--- config.mk ---
export PLATFORM = sky130hd
export DESIGN_NAME = base_clock_control
export DESIGN_NICKNAME = d
export VERILOG_FILES = /design/src/logic/clock_gen_pkg.sv /design/src/logic/edge_tally.sv /design/src/logic/half_rate_divider.sv /design/src/logic/base_clock_control.sv
export SDC_FILE = /design/constraint.sdc
export NUM_CORES = 1
export LEC_CHECK = 0
export BUFFER_PORTS_ARGS = -buffer_cell sky130_fd_sc_hd__buf_2
export CORE_UTILIZATION = 44
export DETAILED_ROUTE_END_ITERATION = 7
export PLACE_DENSITY = 0.75
export RECOVER_POWER = 50
export SLEW_MARGIN = 20
export SYNTH_ARGS = -nofsm -noshare
export SYNTH_HDL_FRONTEND = slang
export SYNTH_SLANG_ARGS = --single-unit
--- constraint.sdc ---
create_clock -name clk -period 1.42 [get_ports clk]
set_input_delay 0.071 -clock clk [delete_from_list [all_inputs] [get_ports clk]]
set_output_delay 0.071 -clock clk [all_outputs]
set_load 0.02 [all_outputs]
--- src/logic/clock_gen_pkg.sv ---
package clock_gen_pkg;

  // control register field layout
  localparam int          CTL_POWER_BIT  = 5;
  localparam int          CTL_SELECT_BIT = 4;
  localparam int          CTL_EXP_LSB    = 0;
  localparam int          CTL_EXP_W      = 2;

  // register widths
  localparam int          REG_W          = 8;
  localparam int          MUL_HIGH_W     = 4;
  localparam int          MUL_W          = REG_W + MUL_HIGH_W;
  localparam int          CENTER_W       = REG_W + 3;

  // reset values
  localparam logic        POWER_RESET    = 1'b1;
  localparam logic        SELECT_RESET   = 1'b0;
  localparam logic [1:0]  EXP_RESET      = 2'h0;
  localparam logic [7:0]  MUL_LOW_RESET  = 8'h40;
  localparam logic [3:0]  MUL_HIGH_RESET = 4'h0;
  localparam logic [7:0]  RANGE_RESET    = 8'h40;

  // special values
  localparam logic [11:0] MUL_ZERO       = 12'h000;
  localparam logic [11:0] MUL_ONE        = 12'h001;
  localparam logic [7:0]  RANGE_ZERO     = 8'h00;

  // source edges counted on each side of a switch
  localparam int          SWITCH_TICKS   = 3;

  // nominal centre unit of the vco, in hertz
  localparam int          NOMINAL_UNIT_HZ = 71400;

  // source select encoding
  localparam logic        SRC_CRYSTAL    = 1'b0;
  localparam logic        SRC_VCO        = 1'b1;

  // one software write to an 8-bit register
  typedef struct packed {
    logic       strobe;
    logic [7:0] data;
  } reg_write_s;

  // switch sequencing states
  typedef enum logic [1:0] {
    SW_IDLE,
    SW_DRAIN,
    SW_FILL
  } switch_state_e;

endpackage : clock_gen_pkg

--- src/logic/edge_tally.sv ---
`timescale 1ns/100ps
// counts source edges while enabled and flags when the target is reached
module edge_tally #(
  parameter int COUNT = 3
) (
  // clock and reset
  input  wire logic clk,
  input  wire logic reset_n,
  // control
  input  wire logic enable,
  input  wire logic tick,
  // status
  output logic      done
);

  localparam int CW = $clog2(COUNT + 1);
  localparam logic [CW-1:0] LAST = CW'(COUNT - 1);

  logic [CW-1:0] tally;

  ////////////////////////////////////////////////////////////////////////////
  // tally clears when disabled, stops once the target is reached
  always_ff @(posedge clk or negedge reset_n) begin
    if (!reset_n) begin
      tally <= '0;
      done  <= 1'b0;
    end else if (!enable) begin
      tally <= '0;
      done  <= 1'b0;
    end else if (tick && !done) begin
      tally <= tally + CW'(1);
      done  <= (tally == LAST);
    end
  end

endmodule : edge_tally

--- src/logic/half_rate_divider.sv ---
`timescale 1ns/100ps
// toggles its output on every enabled edge: a divide by two
module half_rate_divider (
  // clock and reset
  input  wire logic clk,
  input  wire logic reset_n,
  // source edge
  input  wire logic advance,
  // divided clock
  output logic      level
);

  ////////////////////////////////////////////////////////////////////////////
  // toggle on each passed edge, otherwise hold
  always_ff @(posedge clk or negedge reset_n) begin
    if (!reset_n) begin
      level <= 1'b0;
    end else if (advance) begin
      level <= ~level;
    end
  end

endmodule : half_rate_divider

--- src/logic/base_clock_control.sv ---
// Notes on behaviour
// - a feedback multiplier of zero acts exactly as one
// - linear multiplier zero disables the loop and forces the crystal source
// - a switch waits three edges of each source, output held still meanwhile
// - the switched clock is divided by two to form the base clock
// - the select bit chooses crystal or vco as the base clock source
// - vco selection is refused while loop power is off
// - loop power cannot be cleared while the vco is selected
// - one write cannot change power and selection together
// - vco frequency equals reference times the feedback multiplier
// - centre frequency is linear multiplier times two to the exponent times unit
// - oscillator and loop follow the system integration enable
// - with keep-in-stop set the oscillator runs through stop mode
// - with keep-in-stop clear the oscillator follows the enable alone, whatever stop mode says
// - reset sets loop power and clears the source select
// - exponent writes are ignored while loop power is on
`timescale 1ns/100ps
module base_clock_control #(
  parameter int SWITCH_EDGES = clock_gen_pkg::SWITCH_TICKS
) (
  // clock and reset
  input  wire logic                      clk,
  input  wire logic                      reset_n,
  // source clock edges, one-cycle enables
  input  wire logic                      crystal_clock,
  input  wire logic                      vco_clock,
  // oscillator gating
  input  wire logic                      sysint_osc_enable,
  input  wire logic                      osc_keep_in_stop,
  input  wire logic                      stop_mode,
  // register writes
  input  wire clock_gen_pkg::reg_write_s ctl_write,
  input  wire clock_gen_pkg::reg_write_s mul_low_write,
  input  wire clock_gen_pkg::reg_write_s mul_high_write,
  input  wire clock_gen_pkg::reg_write_s range_write,
  // register read back
  output logic [7:0]                     loop_control_register,
  output logic [7:0]                     multiplier_low_register,
  output logic [3:0]                     multiplier_high_register,
  output logic [7:0]                     vco_range_register,
  // derived settings for the analog loop
  output logic [11:0]                    feedback_divisor,
  output logic [10:0]                    center_scale,
  output logic                           loop_enable_out,
  output logic                           osc_run,
  // base clock and switch status
  output logic                           base_clock_out,
  output logic                           source_is_vco,
  output logic                           switching
);

  ////////////////////////////////////////////////////////////////////////////
  // control state
  logic                         loop_power_enable;
  logic                         base_source_select;
  logic [1:0]                   vco_exponent_bits;
  logic                         target_src;
  clock_gen_pkg::switch_state_e state;
  clock_gen_pkg::switch_state_e next_state;

  ////////////////////////////////////////////////////////////////////////////
  // decode of settings
  wire [11:0] mul_raw     = {multiplier_high_register, multiplier_low_register};
  wire        range_zero  = (vco_range_register == clock_gen_pkg::RANGE_ZERO);
  wire        wr_power    = ctl_write.data[clock_gen_pkg::CTL_POWER_BIT];
  wire        wr_select   = ctl_write.data[clock_gen_pkg::CTL_SELECT_BIT];
  wire [1:0]  wr_exp      = ctl_write.data[clock_gen_pkg::CTL_EXP_LSB +: clock_gen_pkg::CTL_EXP_W];

  // power may only drop while the crystal is selected
  wire        next_power  = (ctl_write.strobe && !base_source_select) ? wr_power : loop_power_enable;
  // a write that moves power leaves the selection where it is
  wire        power_moves = (next_power != loop_power_enable);
  // vco may only be taken when power is already on, stays on, and range is nonzero
  wire        may_select  = loop_power_enable && !range_zero && !power_moves;
  wire        next_select = range_zero ? clock_gen_pkg::SRC_CRYSTAL :
                            (ctl_write.strobe ? (wr_select && may_select) : base_source_select);
  // exponent locked while the loop is powered
  wire        exp_write   = ctl_write.strobe && !loop_power_enable;

  ////////////////////////////////////////////////////////////////////////////
  // control register bits
  always_ff @(posedge clk or negedge reset_n) begin
    if (!reset_n) begin
      loop_power_enable  <= clock_gen_pkg::POWER_RESET;
      base_source_select <= clock_gen_pkg::SELECT_RESET;
      vco_exponent_bits  <= clock_gen_pkg::EXP_RESET;
    end else begin
      loop_power_enable  <= next_power;
      base_source_select <= next_select;
      if (exp_write) begin
        vco_exponent_bits <= wr_exp;
      end
    end
  end

  ////////////////////////////////////////////////////////////////////////////
  // multiplier and range registers
  always_ff @(posedge clk or negedge reset_n) begin
    if (!reset_n) begin
      multiplier_low_register  <= clock_gen_pkg::MUL_LOW_RESET;
      multiplier_high_register <= clock_gen_pkg::MUL_HIGH_RESET;
      vco_range_register       <= clock_gen_pkg::RANGE_RESET;
    end else begin
      if (mul_low_write.strobe) multiplier_low_register <= mul_low_write.data;
      if (mul_high_write.strobe) multiplier_high_register <= mul_high_write.data[clock_gen_pkg::MUL_HIGH_W-1:0];
      if (range_write.strobe) vco_range_register <= range_write.data;
    end
  end

  ////////////////////////////////////////////////////////////////////////////
  // derived settings: divisor, centre, enables
  wire [11:0] next_divisor = (mul_raw == clock_gen_pkg::MUL_ZERO) ? clock_gen_pkg::MUL_ONE : mul_raw;
  wire [10:0] next_center  = 11'({3'h0, vco_range_register} << vco_exponent_bits);
  wire        next_osc     = sysint_osc_enable || (osc_keep_in_stop && stop_mode);
  wire        next_loop_en = next_osc && loop_power_enable && !range_zero;
  wire [7:0]  next_ctl_rd  = 8'({loop_power_enable, base_source_select}) << clock_gen_pkg::CTL_SELECT_BIT
                             | 8'(vco_exponent_bits);

  always_ff @(posedge clk or negedge reset_n) begin
    if (!reset_n) begin
      feedback_divisor      <= clock_gen_pkg::MUL_ONE;
      center_scale          <= '0;
      osc_run               <= 1'b0;
      loop_enable_out       <= 1'b0;
      loop_control_register <= '0;
    end else begin
      feedback_divisor      <= next_divisor;
      center_scale          <= next_center;
      osc_run               <= next_osc;
      loop_enable_out       <= next_loop_en;
      loop_control_register <= next_ctl_rd;
    end
  end

  ////////////////////////////////////////////////////////////////////////////
  // source edge selection: active feeds the divider, the other side is for switching
  wire active_tick = (source_is_vco == clock_gen_pkg::SRC_VCO) ? vco_clock : crystal_clock;
  wire other_tick  = (source_is_vco == clock_gen_pkg::SRC_VCO) ? crystal_clock : vco_clock;
  wire drain_done;
  wire fill_done;
  wire divider_level;
  wire pass_edge   = (state == clock_gen_pkg::SW_IDLE) && active_tick;

  // old source edges first, then new source edges
  edge_tally #(.COUNT(SWITCH_EDGES)) u_drain (
    .clk     (clk),
    .reset_n (reset_n),
    .enable  (state == clock_gen_pkg::SW_DRAIN),
    .tick    (active_tick),
    .done    (drain_done)
  );

  edge_tally #(.COUNT(SWITCH_EDGES)) u_fill (
    .clk     (clk),
    .reset_n (reset_n),
    .enable  (state == clock_gen_pkg::SW_FILL),
    .tick    (other_tick),
    .done    (fill_done)
  );

  half_rate_divider u_div (
    .clk     (clk),
    .reset_n (reset_n),
    .advance (pass_edge),
    .level   (divider_level)
  );

  ////////////////////////////////////////////////////////////////////////////
  // switch sequencer: drain old source, fill new source, then hand over
  always_comb begin
    next_state = state;
    unique case (state)
      clock_gen_pkg::SW_IDLE:  if (base_source_select != source_is_vco) next_state = clock_gen_pkg::SW_DRAIN;
      clock_gen_pkg::SW_DRAIN: if (drain_done) next_state = clock_gen_pkg::SW_FILL;
      clock_gen_pkg::SW_FILL:  if (fill_done) next_state = clock_gen_pkg::SW_IDLE;
    endcase
  end

  always_ff @(posedge clk or negedge reset_n) begin
    if (!reset_n) begin
      state         <= clock_gen_pkg::SW_IDLE;
      source_is_vco <= clock_gen_pkg::SRC_CRYSTAL;
      target_src    <= clock_gen_pkg::SRC_CRYSTAL;
    end else begin
      state <= next_state;
      if (state == clock_gen_pkg::SW_IDLE) target_src <= base_source_select;
      if (state == clock_gen_pkg::SW_FILL && fill_done) source_is_vco <= target_src;
    end
  end

  ////////////////////////////////////////////////////////////////////////////
  // output stage: divided clock and switch flag
  always_ff @(posedge clk or negedge reset_n) begin
    if (!reset_n) begin
      base_clock_out <= 1'b0;
      switching      <= 1'b0;
    end else begin
      base_clock_out <= divider_level;
      switching      <= (next_state != clock_gen_pkg::SW_IDLE);
    end
  end
endmodule : base_clock_control

==> flow_summary.yaml, run 1 <==
run_status:
  status: "finished, violations left"
  violations: "negative setup slack"
global_route:
  grt_pass1_vias: 1886
  grt_pass1_wl_um: 8720
  grt.met1_usage_pct: 21.8
  grt_overflow: 0
  use_met2_pct: 30.4
  track_usage_pct: 18.3
  antenna_found_initial: 0
  grt_start_max_net_pins: 67
  top_usage_layer: "met2"
  met3_usage_pct: 3.89
clocking:
  clock-sinks: 66
  cts_buffer_depth: 2
  numCtsBuffers: 9
  clk_latency_ns: 0.32
  htree_levels: 3
  cts_tree: "yes"
  cts_root_buffer: "clkbuf_8"
  path_clk_slew_ns: 0.07
  post_cts_buffers: 0
yosys:
  ys.flop_type: "dfrtp_1"
  async_flop_share_pct: 100
  avgSynthCellArea_um2: 13.3
  syn_area_mm2: 0.00266
  yosysMostFrequentCell: "dfrtp_1"
  netlist_top_cells_count: "62 x dfrtp_1, 26 x mux2_2, 13 x nand2_1, 12 x clkbuf_1, 9 x mux2i_1"
  ys_warn_count: 0
  ys_ff_latch: 66
  yosysUniqueCellTypes: 36
  synth_largest_area_cell: "dfrtp_1"
  netlist_instances: 201
  synth.top_cell.area_share_pct: 58.2
  synthTopCellsByArea: "dfrtp_1 58%, mux2_2 11%, dfstp_2 3.9%"
  seq_area_frac_synth_pct: 62.2
  synth_edf_count: 0
placed_design:
  gp_congestion: 0.755
  numPortBuffers: 86
  place_hpwl_um: 3680
  place_inst: 351
timing:
  fin_crit_ns: 1.44
  fin_setup_tns_ns: -0.0182
  finalClockSkew_ns: 0.00712
  worstMarginPinSlew_ns: 0.859
  fin_crit_sh_pct: 101
  relSlewSlack_pct: 42.7
  finalSetupViolations: 1
  fin_ws_ns: -0.0182
  drv_slew: 0
  hold_viol_final: 0
  rsz0062_at_grt: "yes"
  max_freq_ghz: 0.695
drt:
  drtIter0Drc: 29
  drc: 0
  num_vias: 1951
  ant_nets: 0
  viasPerCell: 4.94
  dr.pass1.iters: 3
  wl_per_cell_um: 13.6
  drt_wl_total_um: 5380
hold_path:
  hold_path_class: "primary input to flop"
finish:
  fill_cells: 417
  drive_gt1_share_pct: 47.1
  layout.cells.non_filler: 395
  nNetsFinal: 366
  num_antenna_cells: 0
  area_delta_synth_final_pct: 39.2
floorplan:
  dieArea_mm2: 0.00637
  die_x_um: 79.8
  die_height_um: 79.8
  io-pin-count: 99
  core_mm2: 0.00568
  start_util_pct: 46.9
  rows: 27
worst_setup_path:
  worstPathArrival_ns: 1.63
  crit_fanout: 4
  crit_slowest_cell: "or4b_4"
  cpPeakStageDelay_ns: 0.45
  worstSetupPathType: "flop to flop"
  crit_chain: "inv_2 -> ha_4 -> or4b_4 -> o21ai_2 -> a211oi_2"
  start_kind: "flop"
  crit_path_end_kind: "flop"
  required_ns: 1.61
flow_run:
  cap_violations: 0
power:
  power.density_mw_per_mm2: 1540
  irDropWorstVdd_mv: 0.852
  total_leakage_power_uw: 0.00178
cell usage in the layout (no fill, tap or decap), types with 3 or more instances in the layout:
cell type,instances
inv_1,4
buf_4,9
mux2i_1,9
nor2b_1,6
dlygate4sd3_1,28
o21ai_0,6
conb_1,4
nor2_1,3
nand2_1,13
buf_2,86
dfrtp_1,62
dfstp_2,3
clkbuf_8,11
a21oi_1,6
ha_1,3
nor4_1,4
mux2_2,26
final timing paths:
check | depth (start not counted) | startpoint | slack, ns | endpoint
worst min-delay path | 2 | mul_high_write[8] | 0.06 | multiplier_high_register[3]
min in group asynchronous | 3 | reset_n | 0.50 | center_scale[10]
max in group asynchronous | 3 | reset_n | 0.36 | loop_control_register[4]
worst min register to register | 0 | u_div.level | 0.41 | base_clock_out
worst max register to register | 5 | state[0] | -0.02 | switching
worst max-delay path | 5 | state[0] | -0.02 | switching
worst max-delay path, delay by kind of cell (launching register included):
family | cells | cell delay, ns
buffers and inverters | 1 | 0.07
adder cells (fa/ha/maj) | 1 | 0.26
flip-flops | 1 | 0.41
AND/OR/NAND/NOR | 1 | 0.45
AO/OA/AOI/OAI | 2 | 0.12
routing by layer:
metal / up-vias / share of wire (%)
met3: 10 / 5.0
met5: - / 0
met2: 74 / 49
li1: 911 / -
met4: 0 / 2.2
met1: 956 / 44
where the power goes:
part	total [µW]	internal (µW)	leakage [µW]	switching, µW
logic	1550	699	0.000868	847
registers	2420	2220	0.000796	202
clock network	1730	1090	0.000117	645
stage by stage:
step	cell area [µm²]	hold slack (ns)	worst slack, ns	util [%]	total power [µW]
6_report	3710	0.0588	-0.0182	65.3	5700
5_1_grt	3710	0.0367	-0.0755	65.3	6020
4_1_cts	3710	0.0421	-0.0180	65.4	5750
3_5_place_dp	3200	0.114	-0.0519	56.3	3930
3_3_place_gp	3200	0.112	0.00595	56.3	3880
2_1_floorplan	2690	-0.225	-0.0299	-	3400
final cells by class:
cell class / instances / area [µm²] / share of cell area [%]
clock buffer: 12 / 155 / 4.18
clock inverter: 4 / 73.8 / 1.99
inverter: 6 / 22.5 / 0.607
multi-input combinational: 110 / 921 / 24.8
sequential: 66 / 1660 / 44.7
tap: 72 / 90.1 / 2.43
timing repair buffer: 125 / 790 / 21.3
what timing repair did:
| action | in CTS | in global routing |
|---|---|---|
| hold endpoints to repair | 87 | 0 |
| pin swaps | 0 | 1 |
| hold buffers | 28 | 0 |
| endpoints found under the setup margin | 1 | 4 |
| gates resized for setup | 2 | 4 |
state kept, by name, summed over array words and instances (netlist names), 2 cells and up:
name / cells
state: 2
center_scale: 11
multiplier_low_register: 8
u_drain.tally: 2
loop_control_register: 4
multiplier_high_register: 4
vco_exponent_bits: 2
feedback_divisor: 12
u_fill.tally: 2
vco_range_register: 8
kinds of logic after synthesis:
group | count (synthesis) | synth area share [%]
AND/OR/NAND/NOR | 38 | 7.56
adder cells (fa/ha/maj) | 5 | 2.35
other | 1 | 0.141
flip-flops | 66 | 62.2
multiplexers | 38 | 16.6
buffers and inverters | 28 | 4.79
AO/OA/AOI/OAI | 23 | 5.68
XOR/XNOR | 2 | 0.658
Power figures use the tool's default switching activity.
==> run 2, diff against run 1 <==
==> constraint.sdc (replaced) <==
create_clock -name clk -period 1.3 [get_ports clk]
set_input_delay 0.065 -clock clk [delete_from_list [all_inputs] [get_ports clk]]
set_output_delay 0.065 -clock clk [all_outputs]
set_load 0.02 [all_outputs]
==> flow_summary.yaml, run 2 (same netlist as run 1, synthesis figures left out) <==
run_status:
  status: "finished, violations left"
  violations: "negative setup slack"
finish:
  fin_area_mm2: 0.00370
  final_cell_mix: "86 x buf_2, 62 x dfrtp_1, 28 x dlygate4sd3_1"
  layout_commonest_cell: "buf_2"
  nNetsFinal: 370
  largest_reg_flops: 12
  num_antenna_cells: 0
  reg_top3: "feedback_divisor x12, center_scale x11"
  largest_register: "feedback_divisor"
  area_delta_synth_final_pct: 38.9
  drive_gt1_share_pct: 47.2
placed_design:
  numPortBuffers: 86
  placed_cell_area_mm2: 0.00321
  place_hpwl_um: 3620
  gp_congestion: 0.814
timing:
  relSlewSlack_pct: 42.5
  finalSetupViolations: 3
  drv_slew: 0
  rsz0062_at_grt: "yes"
  max_freq_ghz: 0.683
  finalClockSkew_ns: 0.00500
  fin_crit_ns: 1.46
  hold_viol_final: 0
  worstMarginPinSlew_ns: 0.862
  fin_setup_tns_ns: -0.216
  fin_ws_ns: -0.165
  fin_crit_sh_pct: 113
  holdWs_ns: 0.0503
drt:
  drt_wl_total_um: 5640
  drc: 0
  ant_nets: 0
  viasPerCell: 4.92
  num_vias: 1960
  dr.pass1.iters: 4
  drtIter0Drc: 38
  wl_per_cell_um: 14.2
worst_setup_path:
  crit_path_end_kind: "flop"
  required_ns: 1.50
  cpPeakStageDelay_ns: 0.46
  crit_chain: "inv_2 -> ha_4 -> or4b_4 -> o21ai_2 -> a211oi_2"
  cp_top_family: "simple AND/OR/NAND/NOR gates"
  start_kind: "flop"
  crit_slowest_cell: "or4b_4"
  path_buf_inv: 1
  worstPathArrival_ns: 1.66
  crit_fanout: 3
  worstSetupPathType: "flop to flop"
global_route:
  antenna_found_initial: 0
  grt_pass1_wl_um: 8980
  grt_pass1_vias: 1954
  grt_start_max_net_pins: 67
  grt_overflow: 0
  track_usage_pct: 19.3
floorplan:
  die_x_um: 79.8
  die_height_um: 79.8
  rows: 27
  dieArea_mm2: 0.00637
  start_util_pct: 46.9
  io-pin-count: 99
  core_mm2: 0.00568
power:
  total_leakage_power_uw: 0.00176
  power.density_mw_per_mm2: 1600
  irDropWorstVdd_mv: 0.781
flow_run:
  cap_violations: 0
clocking:
  cts_buffer_depth: 2
  cts_tree: "yes"
  htree_levels: 3
  clock-sinks: 66
  numCtsBuffers: 9
  cts_root_buffer: "clkbuf_8"
  clk_latency_ns: 0.32
  path_clk_slew_ns: 0.07
hold_path:
  hold_path_class: "primary input to flop"
[run 2: changes by cell type in the layout (fill, tap and decap cells not counted), moves of 2 or more]
cell and change:
clkbuf_1 +3, buf_4 +2, bufinv_16 -2, nor4_1 -2
nor4_2 +2, o21ai_0 -2, o21ai_1 +2
[run 2: path summary, 6_finish.rpt]
path,startpoint,endpoint,slack (ns),cells after the start
worst max-delay path,state[0],switching,-0.16,5
worst min-delay path,mul_high_write[8],multiplier_high_register[3],0.05,2
worst max register to register,state[0],switching,-0.16,5
worst min register to register,u_div.level,base_clock_out,0.40,0
max in group asynchronous,reset_n,source_is_vco,0.25,3
min in group asynchronous,reset_n,multiplier_high_register[1],0.49,3
[run 2: power breakdown]
part	leakage [µW]	total [µW]	internal, µW	switching (µW)
Clock	0.0000855	1480	784	692
Combinational	0.000884	1800	807	998
Sequential	0.000795	2620	2420	203
Total	0.00176	5910	4010	1890
[run 2: area by class of cell]
cell class	count	area (µm²)
clock buffers	13	159
clock inverters	2	12.5
fillers	459	1980
inverters	6	22.5
multi-input cells	110	947
flip-flops and latches	66	1660
well taps	72	90.1
repair buffers	129	812
[run 2: per-layer routing]
layer  GRT usage [%]  up-vias  wire, µm
li1                -      921         -
met1            22.2      942      2340
met2            33.2       82      2850
met3            3.89       15       294
met4            10.9        0       159
met5               0        -         0
[run 2: through the flow]
step / power, µW / setup WS [ns] / cells / utilization (%)
final: 5910 / -0.165 / 398 / 65.2
after global routing: 6250 / -0.197 / 398 / 65.2
after CTS: 5960 / -0.133 / 397 / 65.3
after detailed placement: 4310 / -0.191 / 353 / 56.6
after global placement: 4250 / -0.0916 / 353 / 56.6
after floorplan: 3720 / -0.150 / 204 / -
[run 2: repair_timing]
| item | 4_1_cts | 5_1_grt |
|---|---|---|
| pin swaps | 2 | 1 |
| resized for setup | 11 | 2 |
| buffers inserted | 1 | 1 |
| hold buffers | 28 | 0 |
| setup endpoints to repair | 4 | 5 |
| endpoints found under the hold margin | 87 | 0 |
==> run 3, diff against run 2 <==
--- a/config.mk
+++ b/config.mk
@@ -5,10 +5,12 @@
 export SDC_FILE = /design/constraint.sdc
 export NUM_CORES = 1
 export LEC_CHECK = 0
-export BUFFER_PORTS_ARGS = -buffer_cell sky130_fd_sc_hd__buf_2
-export CORE_UTILIZATION = 44
+export ABC_AREA = 1
+export CORE_UTILIZATION = 56
 export DETAILED_ROUTE_END_ITERATION = 7
-export PLACE_DENSITY = 0.75
+export DONT_BUFFER_PORTS = 1
+export HOLD_SLACK_MARGIN = 0.08
+export PLACE_DENSITY = 0.74
 export RECOVER_POWER = 50
 export SLEW_MARGIN = 20
 export SYNTH_ARGS = -nofsm -noshare
==> flow_summary.yaml, run 3 <==
floorplan:
  dieArea_mm2: 0.00495
  core_mm2: 0.00441
  die_x_um: 70.4
  rows: 24
  die_height_um: 70.4
  start_util_pct: 59.3
  io-pin-count: 99
drt:
  viasPerCell: 5.09
  dr.pass1.iters: 4
  drtIter0Drc: 74
  wl_per_cell_um: 13.6
  drc: 0
  num_vias: 1823
  drt_wl_total_um: 4860
  ant_nets: 0
global_route:
  grt_start_max_net_pins: 67
  grt_overflow: 0
  grt_pass1_wl_um: 8090
  antenna_found_initial: 0
  grt_pass1_vias: 1796
  track_usage_pct: 21.5
finish:
  fin_area_mm2: 0.00317
  layout_commonest_cell: "dfrtp_1"
  largest_register: "feedback_divisor"
  nNetsFinal: 349
  reg_top3: "feedback_divisor x12, center_scale x11"
  final_cell_mix: "62 x dfrtp_1, 58 x nand2_1, 32 x inv_1, 32 x dlygate4sd3_1, 29 x o21ai_0"
  num_antenna_cells: 0
  area_delta_synth_final_pct: 21.1
  largest_reg_flops: 12
  drive_gt1_share_pct: 11.1
timing:
  holdWs_ns: -0.563
  rsz0062_at_grt: "no"
  max_freq_ghz: 0.824
  drv_slew: 0
  finalSetupViolations: 0
  fin_setup_tns_ns: 0
  finalClockSkew_ns: 0.00520
  hold_viol_final: 66
  fin_crit_sh_pct: 93.4
  fin_crit_ns: 1.21
yosys:
  synthTopCellsByArea: "dfrtp_1 59%, nand2_1 8.5%, o21ai_0 5.7%"
  netlist_top_cells_count: "62 x dfrtp_1, 59 x nand2_1, 34 x inv_1, 30 x o21ai_0, 15 x nor2_1"
  yosysUniqueCellTypes: 22
  seq_area_frac_synth_pct: 63.3
  netlist_instances: 268
  syn_area_mm2: 0.00262
  ys.flop_type: "dfrtp_1"
  yosysMostFrequentCell: "dfrtp_1"
  ys_ff_latch: 66
  async_flop_share_pct: 100
  synth.top_cell.area_share_pct: 59.2
  avgSynthCellArea_um2: 9.77
  synth_edf_count: 0
  synth_largest_area_cell: "dfrtp_1"
  ys_warn_count: 0
placed_design:
  gp_congestion: 0.865
  placed_cell_area_mm2: 0.00264
  place_hpwl_um: 3180
  numPortBuffers: 0
power:
  p_clk_share_pct: 28.6
  p_seq_share_pct: 56.3
  p_sw_uw: 1680
  internal_power_uw: 3630
  total_power_uw: 5310
  combinationalPowerShare_pct: 15.2
  total_leakage_power_uw: 0.00155
  power.density_mw_per_mm2: 1670
  irDropWorstVdd_mv: 0.948
  swShare_pct: 31.6
worst_setup_path:
  crit_path_end_kind: "flop"
  worstSetupPathType: "flop to flop"
  crit_fanout: 8
  worstPathArrival_ns: 1.42
  start_kind: "flop"
  required_ns: 1.51
clocking:
  numCtsBuffers: 9
  cts_root_buffer: "clkbuf_8"
  cts_buffer_depth: 2
  clock-sinks: 66
  path_clk_slew_ns: 0.07
  hold_buffers: 32
  htree_levels: 3
  clk_latency_ns: 0.32
  cts_tree: "yes"
flow_run:
  cap_violations: 0
run_status:
  status: "finished, violations left"
  violations: "negative hold slack"
hold_path:
  hold_path_class: "primary input to async pin"
[run 3: cell count changes in the layout (fill, tap and decap cells not counted), sizes merged, moves of 12 or more]
cell / change
buf: -89
nand2: +46
o21ai: +32
inv: +28
mux2: -24
nand3: +12
nor2: +12
[run 3: path summary, 6_finish.rpt]
kind / startpoint / end / slack, ns / depth (start not counted)
min in group clk: u_div.level / base_clock_out / 0.39 / 0
hold / removal: reset_n / multiplier_high_register[1] / -0.56 / 0
setup reg to reg: state[0] / switching / 0.09 / 5
hold reg to reg: u_div.level / base_clock_out / 0.39 / 0
setup / recovery: state[0] / switching / 0.09 / 5
max in group asynchronous: reset_n / vco_range_register[6] / 1.68 / 0
[run 3: power groups by stage]
stage | logic (µW) | registers, µW | clock network (µW)
2_1_floorplan | 590 | 2950 | 0
3_5_place_dp | 646 | 3030 | 0
6_report | 806 | 2990 | 1520
3_3_place_gp | 621 | 3020 | 0
5_1_grt | 920 | 3040 | 1640
4_1_cts | 740 | 2990 | 1570
[run 3: cell families (layout without fill, tap and decap cells)]
| logic type | Yosys count | after routing | share of synthesized area [%] |
|---|---|---|---|
| compound gates | 42 | 42 | 8.17 |
| xor+xnor | 1 | 1 | 0.335 |
| mux | 6 | 6 | 2.44 |
| other cells | 1 | 4 | 0.143 |
| flops | 66 | 66 | 63.3 |
| fa+ha+maj | 5 | 5 | 2.39 |
| buf+inv | 55 | 90 | 8.93 |
| simple gates | 92 | 92 | 14.3 |
[run 3: final cells by class]
cell class | instances | area (µm²)
Clock buffer | 14 | 173
Clock inverter | 2 | 10.0
Fill cell | 322 | 1240
Inverter | 34 | 128
Multi-Input combinational cell | 150 | 759
Sequential cell | 66 | 1660
Tap cell | 52 | 65.1
Timing Repair Buffer | 40 | 380
[run 3: timing repair]
item,CTS,global route
endpoints found under the setup margin,0,3
resized for setup,0,7
buffers inserted,0,1
hold endpoints to repair,99,66
[run 3: layer usage]
layer	track usage (%)	wire, µm
met5	0	0
met4	10.4	80
met3	6.49	337
met2	34.2	2340
met1	26.8	2110
[run 3: per-stage QoR]
stage	std cells	hold WS [ns]	worst slack (ns)	util, %
global route	358	-0.583	0.00827	71.9
finish	358	-0.563	0.0864	71.9
CTS	357	-0.580	0.0143	71.2
floorplan	271	-0.231	0.118	-
global placement	309	-0.229	0.0706	59.8
detailed placement	309	-0.229	0.0240	59.8
[run 3: critical path, stage by stage (launching register included)]
cell and delay, ns:
dfrtp_1 0.39, buf_4 0.14, ha_2 0.22, nand3b_1 0.17, nand3_1 0.11, nand2_1 0.07
